--- config.mk ---
export PLATFORM = sky130hd
export DESIGN_NAME = isq_top
export DESIGN_NICKNAME = d
export VERILOG_FILES = /design/src/rtl/isq_top.v /design/src/rtl/isq_a16_mux.v /design/src/rtl/isq_flash_if.v
export VERILOG_INCLUDE_DIRS = /design/src /design/src/rtl
export SDC_FILE = /design/constraint.sdc
export NUM_CORES = 1
export LEC_CHECK = 0
export ABC_AREA = 1
export BUFFER_PORTS_ARGS = -buffer_cell sky130_fd_sc_hd__buf_2
export CAP_MARGIN = 20
export CORE_ASPECT_RATIO = 1.5
export CORE_MARGIN = 8
export CORE_UTILIZATION = 39
export CTS_CLUSTER_SIZE = 14
export DETAILED_ROUTE_END_ITERATION = 8
export GPL_ROUTABILITY_DRIVEN = 0
export GPL_TIMING_DRIVEN = 0
export PLACE_DENSITY = 0.73
export SYNTH_ARGS = -nofsm -noshare
export SYNTH_HDL_FRONTEND = slang
export SYNTH_SLANG_ARGS = --single-unit
--- constraint.sdc ---
create_clock -name clk -period 7 [get_ports clk]
set_input_delay 1.05 -clock clk [delete_from_list [all_inputs] [get_ports clk]]
set_output_delay 1.05 -clock clk [all_outputs]
set_load 0.01 [all_outputs]
--- src/rtl/isq_defines.vh ---
// constants of the flash programming sequencer: register indices, field positions, codes
// assumes: included by bare name from every design file of the block
`ifndef ISQ_DEFINES_VH
`define ISQ_DEFINES_VH

// register indices; byte address on the bus is four times the index
`define ISQ_IDX_W 8
`define ISQ_IDX_CHIP_CONTROL 8'h9F
`define ISQ_IDX_ROM_BANK_CONTROL 8'hAB
`define ISQ_IDX_ISP_ADDRESS_LOW 8'hAC
`define ISQ_IDX_ISP_ADDRESS_HIGH 8'hAD
`define ISQ_IDX_ISP_DATA_REG 8'hAE
`define ISQ_IDX_ISP_OPERATION_CONTROL 8'hAF

// chip_control fields
`define ISQ_CHIP_SOFT_RESET 7
`define ISQ_CHIP_LOADER_EXEC_STATUS 2
`define ISQ_CHIP_LOADER_FETCH_SEL 1
`define ISQ_CHIP_ISP_ENABLE 0
`define ISQ_CHIP_RESET 8'h00
`define ISQ_CHIP_SOFT_RESET_SEQ 8'h83
`define ISQ_CHIP_WMASK 8'h03

// rom_bank_control fields
`define ISQ_ROM_BANKING_ENABLE 3
`define ISQ_ROM_PIN_SEL_HI 2
`define ISQ_ROM_PIN_SEL_LO 0
`define ISQ_ROM_RESET 8'h07
`define ISQ_ROM_WMASK 8'h0F

// isp_operation_control fields
`define ISQ_OP_BANK 7
`define ISQ_OP_TARGET_ARRAY_SEL 6
`define ISQ_OP_READ_ENABLE_N 5
`define ISQ_OP_SELECT_N 4
`define ISQ_OP_CODE_HI 3
`define ISQ_OP_CODE_LO 0
`define ISQ_OP_RESET 8'h00

// operation codes
`define ISQ_CODE_READ 4'h0
`define ISQ_CODE_PROGRAM 4'h1
`define ISQ_CODE_ERASE 4'h2

// flash array selection on the array port
`define ISQ_ARR_APP0 2'h0
`define ISQ_ARR_APP1 2'h1
`define ISQ_ARR_LOADER 2'h2

// operation kinds, one-hot
`define ISQ_KIND_ERASE 3'h1
`define ISQ_KIND_PROGRAM 3'h2
`define ISQ_KIND_READ 3'h4

`define ISQ_BYTE_RESET 8'h00
`define ISQ_WORD_ZERO 32'h00000000

`endif

--- src/rtl/isq_top.v ---
// in-system-programming sequencer: registers on classic wishbone, idle-driven flash operations,
// a16 banking pin choice and the software reset sequence
// assumes: core raises cpu_idle_enter for one cycle when it executes an idle entry,
// timer_expire pulses when the software timer runs out, flash arrays answer with fl_ack
//
// Behaviour
// - 0x83 plus idle, timer expiry restarts application
// - address high and low form byte address
// - single-byte data goes through the data register
// - bank bit picks application bank 1 or 0
// - target bit picks application or loader flash
// - codes erase, program, read; enable bits checked
// - banking enable lets a port-1 pin drive a16
// - three-bit field picks a16 pin, default seven
// - isp enable makes idle run the operation
// - soft reset bit resets device, self-clears
// - loader select routes fetch; status shows region
//
// Local design decision: the Wishbone interface to the registers.
`include "isq_defines.vh"

module isq_top #(
    parameter AW = 16,
    parameter DW = 8,
    parameter ADR_W = 10,
    parameter PINS = 8
) (
    // clock and reset
    input wire clk,
    input wire rst,
    // wishbone slave
    input wire wb_cyc_i,
    input wire wb_stb_i,
    input wire wb_we_i,
    input wire [ADR_W-1:0] wb_adr_i,
    input wire [3:0] wb_sel_i,
    input wire [31:0] wb_dat_i,
    output reg [31:0] wb_dat_o,
    output reg wb_ack_o,
    // core handshake
    input wire cpu_idle_enter,
    input wire timer_expire,
    output wire cpu_idle_hold,
    output reg cpu_resume_r,
    output reg soft_reset_out_r,
    output wire loader_fetch_active,
    // banking
    input wire [PINS-1:0] port1_pins,
    output wire app_a16,
    // flash array port
    output wire fl_erase,
    output wire fl_program,
    output wire fl_read,
    output wire [1:0] fl_array,
    output wire [AW-1:0] fl_addr,
    output wire [DW-1:0] fl_wdata,
    output wire flash_read_enable_n,
    output wire flash_select_n,
    input wire fl_ack,
    input wire [DW-1:0] fl_rdata
);

    localparam ST_IDLE = 4'b0001;
    localparam ST_RUN = 4'b0010;
    localparam ST_WAKE = 4'b0100;
    localparam ST_SRWAIT = 4'b1000;

    reg [3:0] state_r;
    reg [3:0] state_nxt;
    reg [DW-1:0] chip_control_r;
    reg [DW-1:0] rom_bank_control_r;
    reg [DW-1:0] isp_address_low_r;
    reg [DW-1:0] isp_address_high_r;
    reg [DW-1:0] isp_data_reg_r;
    reg [DW-1:0] isp_operation_control_r;
    reg loader_exec_status_r;
    reg sr_armed_r;
    reg [DW-1:0] rd_byte;
    reg [2:0] kind;
    reg op_ok;

    wire bus_req;
    wire wr_en;
    wire [`ISQ_IDX_W-1:0] idx;
    wire isp_enable;
    wire [3:0] op_code;
    wire [1:0] array_sel;
    wire [AW-1:0] isp_addr;
    wire op_start;
    wire op_done;
    wire [DW-1:0] op_rdata;
    wire sr_immediate;

    // a request is taken once; ack falls the cycle after it rose
    assign bus_req = wb_cyc_i & wb_stb_i & ~wb_ack_o;
    assign wr_en = bus_req & wb_we_i & wb_sel_i[0];
    assign idx = wb_adr_i[ADR_W-1:2];

    assign isp_enable = chip_control_r[`ISQ_CHIP_ISP_ENABLE];
    assign op_code = isp_operation_control_r[`ISQ_OP_CODE_HI:`ISQ_OP_CODE_LO];

    assign isp_addr = {isp_address_high_r, isp_address_low_r};

    // array from bank and target bits
    assign array_sel = isp_operation_control_r[`ISQ_OP_TARGET_ARRAY_SEL] ? `ISQ_ARR_LOADER :
                       (isp_operation_control_r[`ISQ_OP_BANK] ? `ISQ_ARR_APP1 : `ISQ_ARR_APP0);

    always @* begin
        kind = 3'b000;
        op_ok = 1'b0;
        case (op_code)
            `ISQ_CODE_ERASE: begin
                kind = `ISQ_KIND_ERASE;
                op_ok = isp_operation_control_r[`ISQ_OP_READ_ENABLE_N];
            end
            `ISQ_CODE_PROGRAM: begin
                kind = `ISQ_KIND_PROGRAM;
                op_ok = isp_operation_control_r[`ISQ_OP_READ_ENABLE_N];
            end
            `ISQ_CODE_READ: begin
                kind = `ISQ_KIND_READ;
                op_ok = ~isp_operation_control_r[`ISQ_OP_READ_ENABLE_N];
            end
            default: begin
                kind = 3'b000;
                op_ok = 1'b0;
            end
        endcase
        // select bit must be low for any operation
        op_ok = op_ok & ~isp_operation_control_r[`ISQ_OP_SELECT_N];
    end

    // idle starts an operation only in isp mode
    assign op_start = state_r[0] & cpu_idle_enter & isp_enable & op_ok & ~sr_armed_r;

    // hold the core while the operation runs
    assign cpu_idle_hold = state_r[1] | state_r[2] | state_r[3];

    // fetch routing follows the executing region
    assign loader_fetch_active = loader_exec_status_r;

    // soft reset written alone acts at once
    assign sr_immediate = wr_en && (idx == `ISQ_IDX_CHIP_CONTROL) &&
                          wb_dat_i[`ISQ_CHIP_SOFT_RESET] &&
                          (wb_dat_i[DW-1:0] != `ISQ_CHIP_SOFT_RESET_SEQ);

    always @* begin
        state_nxt = state_r;
        case (state_r)
            ST_IDLE: begin
                if (sr_armed_r && cpu_idle_enter) begin
                    state_nxt = ST_SRWAIT;
                end else if (op_start) begin
                    state_nxt = ST_RUN;
                end
            end
            ST_RUN: begin
                if (op_done) begin
                    state_nxt = ST_WAKE;
                end
            end
            ST_WAKE: begin
                state_nxt = ST_IDLE;
            end
            ST_SRWAIT: begin
                if (timer_expire) begin
                    state_nxt = ST_IDLE;
                end
            end
            default: begin
                state_nxt = ST_IDLE;
            end
        endcase
    end

    always @(posedge clk or posedge rst) begin
        if (rst) begin
            state_r <= ST_IDLE;
            cpu_resume_r <= 1'b0;
            soft_reset_out_r <= 1'b0;
            sr_armed_r <= 1'b0;
            loader_exec_status_r <= 1'b0;
        end else begin
            state_r <= state_nxt;
            // wake pulse comes after read data is already stored
            cpu_resume_r <= state_r[2];
            soft_reset_out_r <= 1'b0;
            // arm on 0x83, reset when timer ends idle
            if (wr_en && (idx == `ISQ_IDX_CHIP_CONTROL) &&
                (wb_dat_i[DW-1:0] == `ISQ_CHIP_SOFT_RESET_SEQ)) begin
                sr_armed_r <= 1'b1;
            end
            if (state_r[3] && timer_expire) begin
                sr_armed_r <= 1'b0;
                soft_reset_out_r <= 1'b1;
                loader_exec_status_r <= 1'b0;
            end
            // immediate soft reset, region from loader select
            if (sr_immediate) begin
                sr_armed_r <= 1'b0;
                soft_reset_out_r <= 1'b1;
                loader_exec_status_r <= wb_dat_i[`ISQ_CHIP_LOADER_FETCH_SEL];
            end
        end
    end

    // register writes
    always @(posedge clk or posedge rst) begin
        if (rst) begin
            chip_control_r <= `ISQ_CHIP_RESET;
            rom_bank_control_r <= `ISQ_ROM_RESET;
            isp_address_low_r <= `ISQ_BYTE_RESET;
            isp_address_high_r <= `ISQ_BYTE_RESET;
            isp_data_reg_r <= `ISQ_BYTE_RESET;
            isp_operation_control_r <= `ISQ_OP_RESET;
        end else begin
            if (wr_en) begin
                case (idx)
                    `ISQ_IDX_CHIP_CONTROL: begin
                        chip_control_r <= wb_dat_i[DW-1:0] & `ISQ_CHIP_WMASK;
                    end
                    `ISQ_IDX_ROM_BANK_CONTROL: begin
                        rom_bank_control_r <= wb_dat_i[DW-1:0] & `ISQ_ROM_WMASK;
                    end
                    `ISQ_IDX_ISP_ADDRESS_LOW: begin
                        isp_address_low_r <= wb_dat_i[DW-1:0];
                    end
                    `ISQ_IDX_ISP_ADDRESS_HIGH: begin
                        isp_address_high_r <= wb_dat_i[DW-1:0];
                    end
                    `ISQ_IDX_ISP_DATA_REG: begin
                        isp_data_reg_r <= wb_dat_i[DW-1:0];
                    end
                    `ISQ_IDX_ISP_OPERATION_CONTROL: begin
                        isp_operation_control_r <= wb_dat_i[DW-1:0];
                    end
                    default: begin
                    end
                endcase
            end
            // read result lands in data register, beats a bus write
            if (state_r[1] && op_done && isp_operation_control_r[`ISQ_OP_CODE_HI:`ISQ_OP_CODE_LO] ==
                `ISQ_CODE_READ) begin
                isp_data_reg_r <= op_rdata;
            end
            // soft reset pulse clears isp enable and loader select; the exec status bit read back is not cleared here
            if (soft_reset_out_r) begin
                chip_control_r <= `ISQ_CHIP_RESET;
            end
        end
    end

    always @* begin
        rd_byte = `ISQ_BYTE_RESET;
        case (idx)
            `ISQ_IDX_CHIP_CONTROL: begin
                rd_byte = chip_control_r;
                rd_byte[`ISQ_CHIP_LOADER_EXEC_STATUS] = loader_exec_status_r;
                rd_byte[`ISQ_CHIP_SOFT_RESET] = sr_armed_r;
            end
            `ISQ_IDX_ROM_BANK_CONTROL: begin
                rd_byte = rom_bank_control_r;
            end
            `ISQ_IDX_ISP_ADDRESS_LOW: begin
                rd_byte = isp_address_low_r;
            end
            `ISQ_IDX_ISP_ADDRESS_HIGH: begin
                rd_byte = isp_address_high_r;
            end
            `ISQ_IDX_ISP_DATA_REG: begin
                rd_byte = isp_data_reg_r;
            end
            `ISQ_IDX_ISP_OPERATION_CONTROL: begin
                rd_byte = isp_operation_control_r;
            end
            default: begin
                rd_byte = `ISQ_BYTE_RESET;
            end
        endcase
    end

    // unmapped addresses still ack and read zero
    always @(posedge clk or posedge rst) begin
        if (rst) begin
            wb_ack_o <= 1'b0;
            wb_dat_o <= `ISQ_WORD_ZERO;
        end else begin
            wb_ack_o <= bus_req;
            if (bus_req && !wb_we_i) begin
                wb_dat_o <= {{(32-DW){1'b0}}, rd_byte};
            end
        end
    end

    // program data taken from the data register
    isq_flash_if #(
        .AW(AW),
        .DW(DW)
    ) u_flash_if (
        .clk(clk),
        .rst(rst),
        .start(op_start),
        .kind(kind),
        .array_sel(array_sel),
        .addr(isp_addr),
        .wdata(isp_data_reg_r),
        .read_enable_n(isp_operation_control_r[`ISQ_OP_READ_ENABLE_N]),
        .select_n(isp_operation_control_r[`ISQ_OP_SELECT_N]),
        .done(op_done),
        .rdata_r(op_rdata),
        .fl_erase_r(fl_erase),
        .fl_program_r(fl_program),
        .fl_read_r(fl_read),
        .fl_array_r(fl_array),
        .fl_addr_r(fl_addr),
        .fl_wdata_r(fl_wdata),
        .flash_read_enable_n_r(flash_read_enable_n),
        .flash_select_n_r(flash_select_n),
        .fl_ack(fl_ack),
        .fl_rdata(fl_rdata)
    );

    isq_a16_mux #(
        .PINS(PINS),
        .SEL_W(3)
    ) u_a16 (
        .clk(clk),
        .rst(rst),
        .banking_enable(rom_bank_control_r[`ISQ_ROM_BANKING_ENABLE]),
        .a16_pin_select(rom_bank_control_r[`ISQ_ROM_PIN_SEL_HI:`ISQ_ROM_PIN_SEL_LO]),
        .port1_pins(port1_pins),
        .a16_r(app_a16)
    );

endmodule // isq_top

--- src/rtl/isq_a16_mux.v ---
// picks the port-1 pin that serves as application address line a16
// assumes: pin levels synchronous to clk
`include "isq_defines.vh"

module isq_a16_mux #(
    parameter PINS = 8,
    parameter SEL_W = 3
) (
    // clock and reset
    input wire clk,
    input wire rst,
    // control
    input wire banking_enable,
    input wire [SEL_W-1:0] a16_pin_select,
    input wire [PINS-1:0] port1_pins,
    // result
    output reg a16_r
);

    // banking off pins a16 low, so only bank 0 is reachable
    always @(posedge clk or posedge rst) begin
        if (rst) begin
            a16_r <= 1'b0;
        end else begin
            a16_r <= banking_enable & port1_pins[a16_pin_select];
        end
    end

endmodule // isq_a16_mux

--- src/rtl/isq_flash_if.v ---
// drives one erase, program or read request to the flash arrays and waits for their ack
// assumes: the array holds fl_ack high for one cycle when the request is finished
`include "isq_defines.vh"

module isq_flash_if #(
    parameter AW = 16,
    parameter DW = 8
) (
    // clock and reset
    input wire clk,
    input wire rst,
    // command from the sequencer
    input wire start,
    input wire [2:0] kind,
    input wire [1:0] array_sel,
    input wire [AW-1:0] addr,
    input wire [DW-1:0] wdata,
    input wire read_enable_n,
    input wire select_n,
    output wire done,
    output reg [DW-1:0] rdata_r,
    // flash array port
    output reg fl_erase_r,
    output reg fl_program_r,
    output reg fl_read_r,
    output reg [1:0] fl_array_r,
    output reg [AW-1:0] fl_addr_r,
    output reg [DW-1:0] fl_wdata_r,
    output reg flash_read_enable_n_r,
    output reg flash_select_n_r,
    input wire fl_ack,
    input wire [DW-1:0] fl_rdata
);

    localparam ST_IDLE = 3'b001;
    localparam ST_BUSY = 3'b010;
    localparam ST_DONE = 3'b100;

    reg [2:0] state_r;

    assign done = state_r[2];

    always @(posedge clk or posedge rst) begin
        if (rst) begin
            state_r <= ST_IDLE;
            rdata_r <= `ISQ_BYTE_RESET;
            fl_erase_r <= 1'b0;
            fl_program_r <= 1'b0;
            fl_read_r <= 1'b0;
            fl_array_r <= `ISQ_ARR_APP0;
            fl_addr_r <= {AW{1'b0}};
            fl_wdata_r <= {DW{1'b0}};
            flash_read_enable_n_r <= 1'b1;
            flash_select_n_r <= 1'b1;
        end else begin
            case (state_r)
                ST_IDLE: begin
                    if (start) begin
                        fl_erase_r <= kind[0];
                        fl_program_r <= kind[1];
                        fl_read_r <= kind[2];
                        fl_array_r <= array_sel;
                        fl_addr_r <= addr;
                        fl_wdata_r <= wdata;
                        flash_read_enable_n_r <= read_enable_n;
                        flash_select_n_r <= select_n;
                        state_r <= ST_BUSY;
                    end
                end
                ST_BUSY: begin
                    if (fl_ack) begin
                        if (fl_read_r) begin
                            rdata_r <= fl_rdata;
                        end
                        fl_erase_r <= 1'b0;
                        fl_program_r <= 1'b0;
                        fl_read_r <= 1'b0;
                        flash_read_enable_n_r <= 1'b1;
                        flash_select_n_r <= 1'b1;
                        state_r <= ST_DONE;
                    end
                end
                ST_DONE: begin
                    state_r <= ST_IDLE;
                end
                default: begin
                    state_r <= ST_IDLE;
                end
            endcase
        end
    end

endmodule // isq_flash_if

==> flow_summary.json <==
{
  "status": "completed",
  "hp-class": "register to register",
  "first_pass_iters": 5,
  "fmax_ghz": 0.4563,
  "grt_pass1_vias": 4017,
  "power_density_nw_per_um2": 205.4,
  "finalHoldViolations": 0,
  "synthArstFlopShare_pct": 100.0,
  "yosys_warnings": 0,
  "synth_top_area_share_pct": 48.30,
  "wl_mm": 12.22,
  "synth-main-ff-cell": "dfrtp_1",
  "finalSetupViolations": 0,
  "drc": 0,
  "fin_util_pct": 48.09,
  "nets": 762,
  "numClockSinks": 98,
  "max_cap_viol_count": 0,
  "holdBufCountCts": 0,
  "final_cell_area_sq_um": 5719,
  "crit_path_start_kind": "register",
  "worst_pin_slew_ps": 597.3,
  "antenna_found_initial": 0,
  "via_per_inst": 4.734,
  "grt_usage_pct": 15.65,
  "worstPathArrival_ps": 1140,
  "drtIter0Drc": 237,
  "die-area_sq_um": 15930,
  "core_area_sq_um": 11890,
  "peakVddDrop_mv": 0.1057,
  "diodes": 0,
  "nFillCells": 1214,
  "syn2layout_area_growth_pct": 21.31,
  "yosysTopAreaCell": "dfrtp_1",
  "rsz0062_at_grt": "no",
  "die_w_um": 105.8,
  "synth_enable_flop_cells": 0,
  "hold_depth": 0,
  "post-route-period-util_pct": 31.31,
  "r2r_slack_ps": 5200,
  "ff2ff_path_depth": 8,
  "cts_tree": "yes",
  "hold-path-endpoint": "cpu_resume_r$_DFF_PP0_",
  "cts-root-buf": "clkbuf_16",
  "clk_latency_ps": 350,
  "ys_types": 32,
  "dpl.cell_count": 834,
  "relSlewSlack_pct": 60.03,
  "ioPinCount": 139,
  "dieHeight_um": 150.7,
  "num_rows": 49,
  "fin_crit_ps": 2192,
  "place_ws_ps": 4547,
  "dpl_cell_area_sq_um": 5448,
  "vias": 4024,
  "clockBufferDepth": 2,
  "instances_no_fill": 850,
  "yosysSeqAreaShare_pct": 52.20,
  "syn_avg_cell_area_sq_um": 8.242,
  "netlist_instances": 572,
  "p_leak_uw": 0.003212,
  "clk_pin_slew_worst_paths_ps": 60,
  "path_max_fanout": 3,
  "synth_most_common_cell": "nand2_1",
  "postCtsSetupRepairBufs": 0,
  "grt_pass1_wl_mm": 19.60,
  "cts_resized": 0,
  "netlist_top_cells_count": "185 x nand2_1, 91 x dfrtp_1, 49 x inv_1, 48 x o21ai_0, 45 x nor2_1",
  "wl_per_cell_um": 14.37,
  "worstSetupEndpointType": "output port",
  "htree_levels": 3,
  "worstPathRequired_ps": 5950,
  "worstReg2RegEnd": "u_flash_if.fl_wdata_r[3]$_DFFE_PP0P_",
  "ys_ff_latch": 98,
  "grt_overflow": 0,
  "port_buffers": 85,
  "fin_worst_skew_ps": 5.419,
  "hold_start": "state_r[2]$_DFFE_PP0P_",
  "worstSetupPathType": "register to output port",
  "synth_area_sq_um": 4715,
  "r2r-start": "isp_operation_control_r[2]$_DFFE_PP0P_",
  "ant_nets": 0,
  "synth_area_leaders": "dfrtp_1 48%, nand2_1 15%, o21ai_0 5.1%, nand3_1 4.4%, dfstp_2 3.9%",
  "setup-tns-final_ps": 0,
  "grt_max_degree": 58,
  "setup_ws_ps": 4808,
  "drive_gt1_share_pct": 26.11,
  "cts_made_buffers": 9,
  "initial_utilization_pct": 39.64,
  "dp_hpwl_mm": 9.604,
  "slew_violations": 0
}
-- cells in the final DEF, fill, tap and decap left out, types with 4 or more instances in the layout --
cell type    n
buf_2       92
nand2_2      4
conb_1      24
inv_1       48
o21ai_2      8
o21ai_0     48
nand3_2      5
nand3_1     41
a21oi_1     20
dfrtp_1     91
clkbuf_1     4
dfstp_2      7
nand2_1    185
nand4_1      5
inv_2        4
clkbuf_16    9
nor2_2       6
buf_4       24
nor2_1      45
-- routing by layer --
metal / vias up / track usage, % / wire (um)
met5: - / 0 / 0
met4: 0 / 8.269 / 430
met3: 29 / 4.070 / 706
met2: 117 / 29.72 / 6664
met1: 1864 / 14.97 / 4416
li1: 2014 / - / -
-- where the power goes --
| part | internal (uW) | switching [uW] |
|---|---|---|
| Sequential | 586 | 14.0 |
| Clock | 239 | 211 |
| Combinational | 45.7 | 79.0 |
| Total | 871 | 304 |
-- flip-flops by register name, summed over array words and instances, names as in the netlist, 2 cells and up --
register / count
u_flash_if.fl_addr_r: 16
isp_address_high_r: 8
isp_address_low_r: 8
isp_data_reg_r: 8
isp_operation_control_r: 8
u_flash_if.fl_wdata_r: 8
u_flash_if.rdata_r: 8
wb_dat_o: 8
rom_bank_control_r: 4
state_r: 4
u_flash_if.state_r: 3
chip_control_r: 2
u_flash_if.fl_array_r: 2
-- area by class of cell --
| cell class | instances | area [sq um] | share of cell area [%] |
|---|---|---|---|
| flip-flops and latches | 98 | 2461 | 43.03 |
| multi-input cells | 405 | 1862 | 32.55 |
| repair buffers | 86 | 452.9 | 7.919 |
| plain buffers | 39 | 279.0 | 4.879 |
| clock buffers | 9 | 225.2 | 3.938 |
| inverters | 53 | 201.4 | 3.522 |
| well taps | 153 | 191.4 | 3.347 |
| clock inverters | 7 | 46.29 | 0.8095 |
-- worst max-delay path by stage --
stage	startpoint	to	cells past startpoint
finish	state_r[3]$_DFFE_PP0P_	cpu_idle_hold	3
global route	state_r[3]$_DFFE_PP0P_	cpu_idle_hold	3
CTS	state_r[3]$_DFFE_PP0P_	cpu_idle_hold	3
detailed placement	wb_adr_i[8]	wb_dat_o[5]$_DFFE_PP0P_	9
global placement	rst	u_flash_if.fl_wdata_r[0]$_DFFE_PP0P_	2
floorplan	rst	chip_control_r[0]$_DFFE_PP0P_	1
-- through the flow --
stage / hold slack (ps) / total power [uW]
finish: 409.5 / 1175
global route: 434.3 / 1219
floorplan: 374.7 / 688.5
CTS: 408.7 / 1182
global placement: 397.2 / 731.2
detailed placement: 387.5 / 735.3
-- logic make-up (layout without fill, tap and decap cells) --
logic type | after synthesis | count (layout) | synth area share (%)
AND/OR/NAND/NOR | 299 | 299 | 27.71
other | 1 | 24 | 0.07954
AO/OA/AOI/OAI | 81 | 81 | 9.661
flip-flops | 98 | 98 | 52.20
multiplexers | 1 | 1 | 0.2123
buffers and inverters | 92 | 194 | 10.14
-- worst max-delay path, cell delays in order (launching register included) --
cell	delay (ps)
dfrtp_1	390
nor2_1	180
nand2_1	80
buf_2	150
Note: power is estimated with default switching activity, not from simulation.
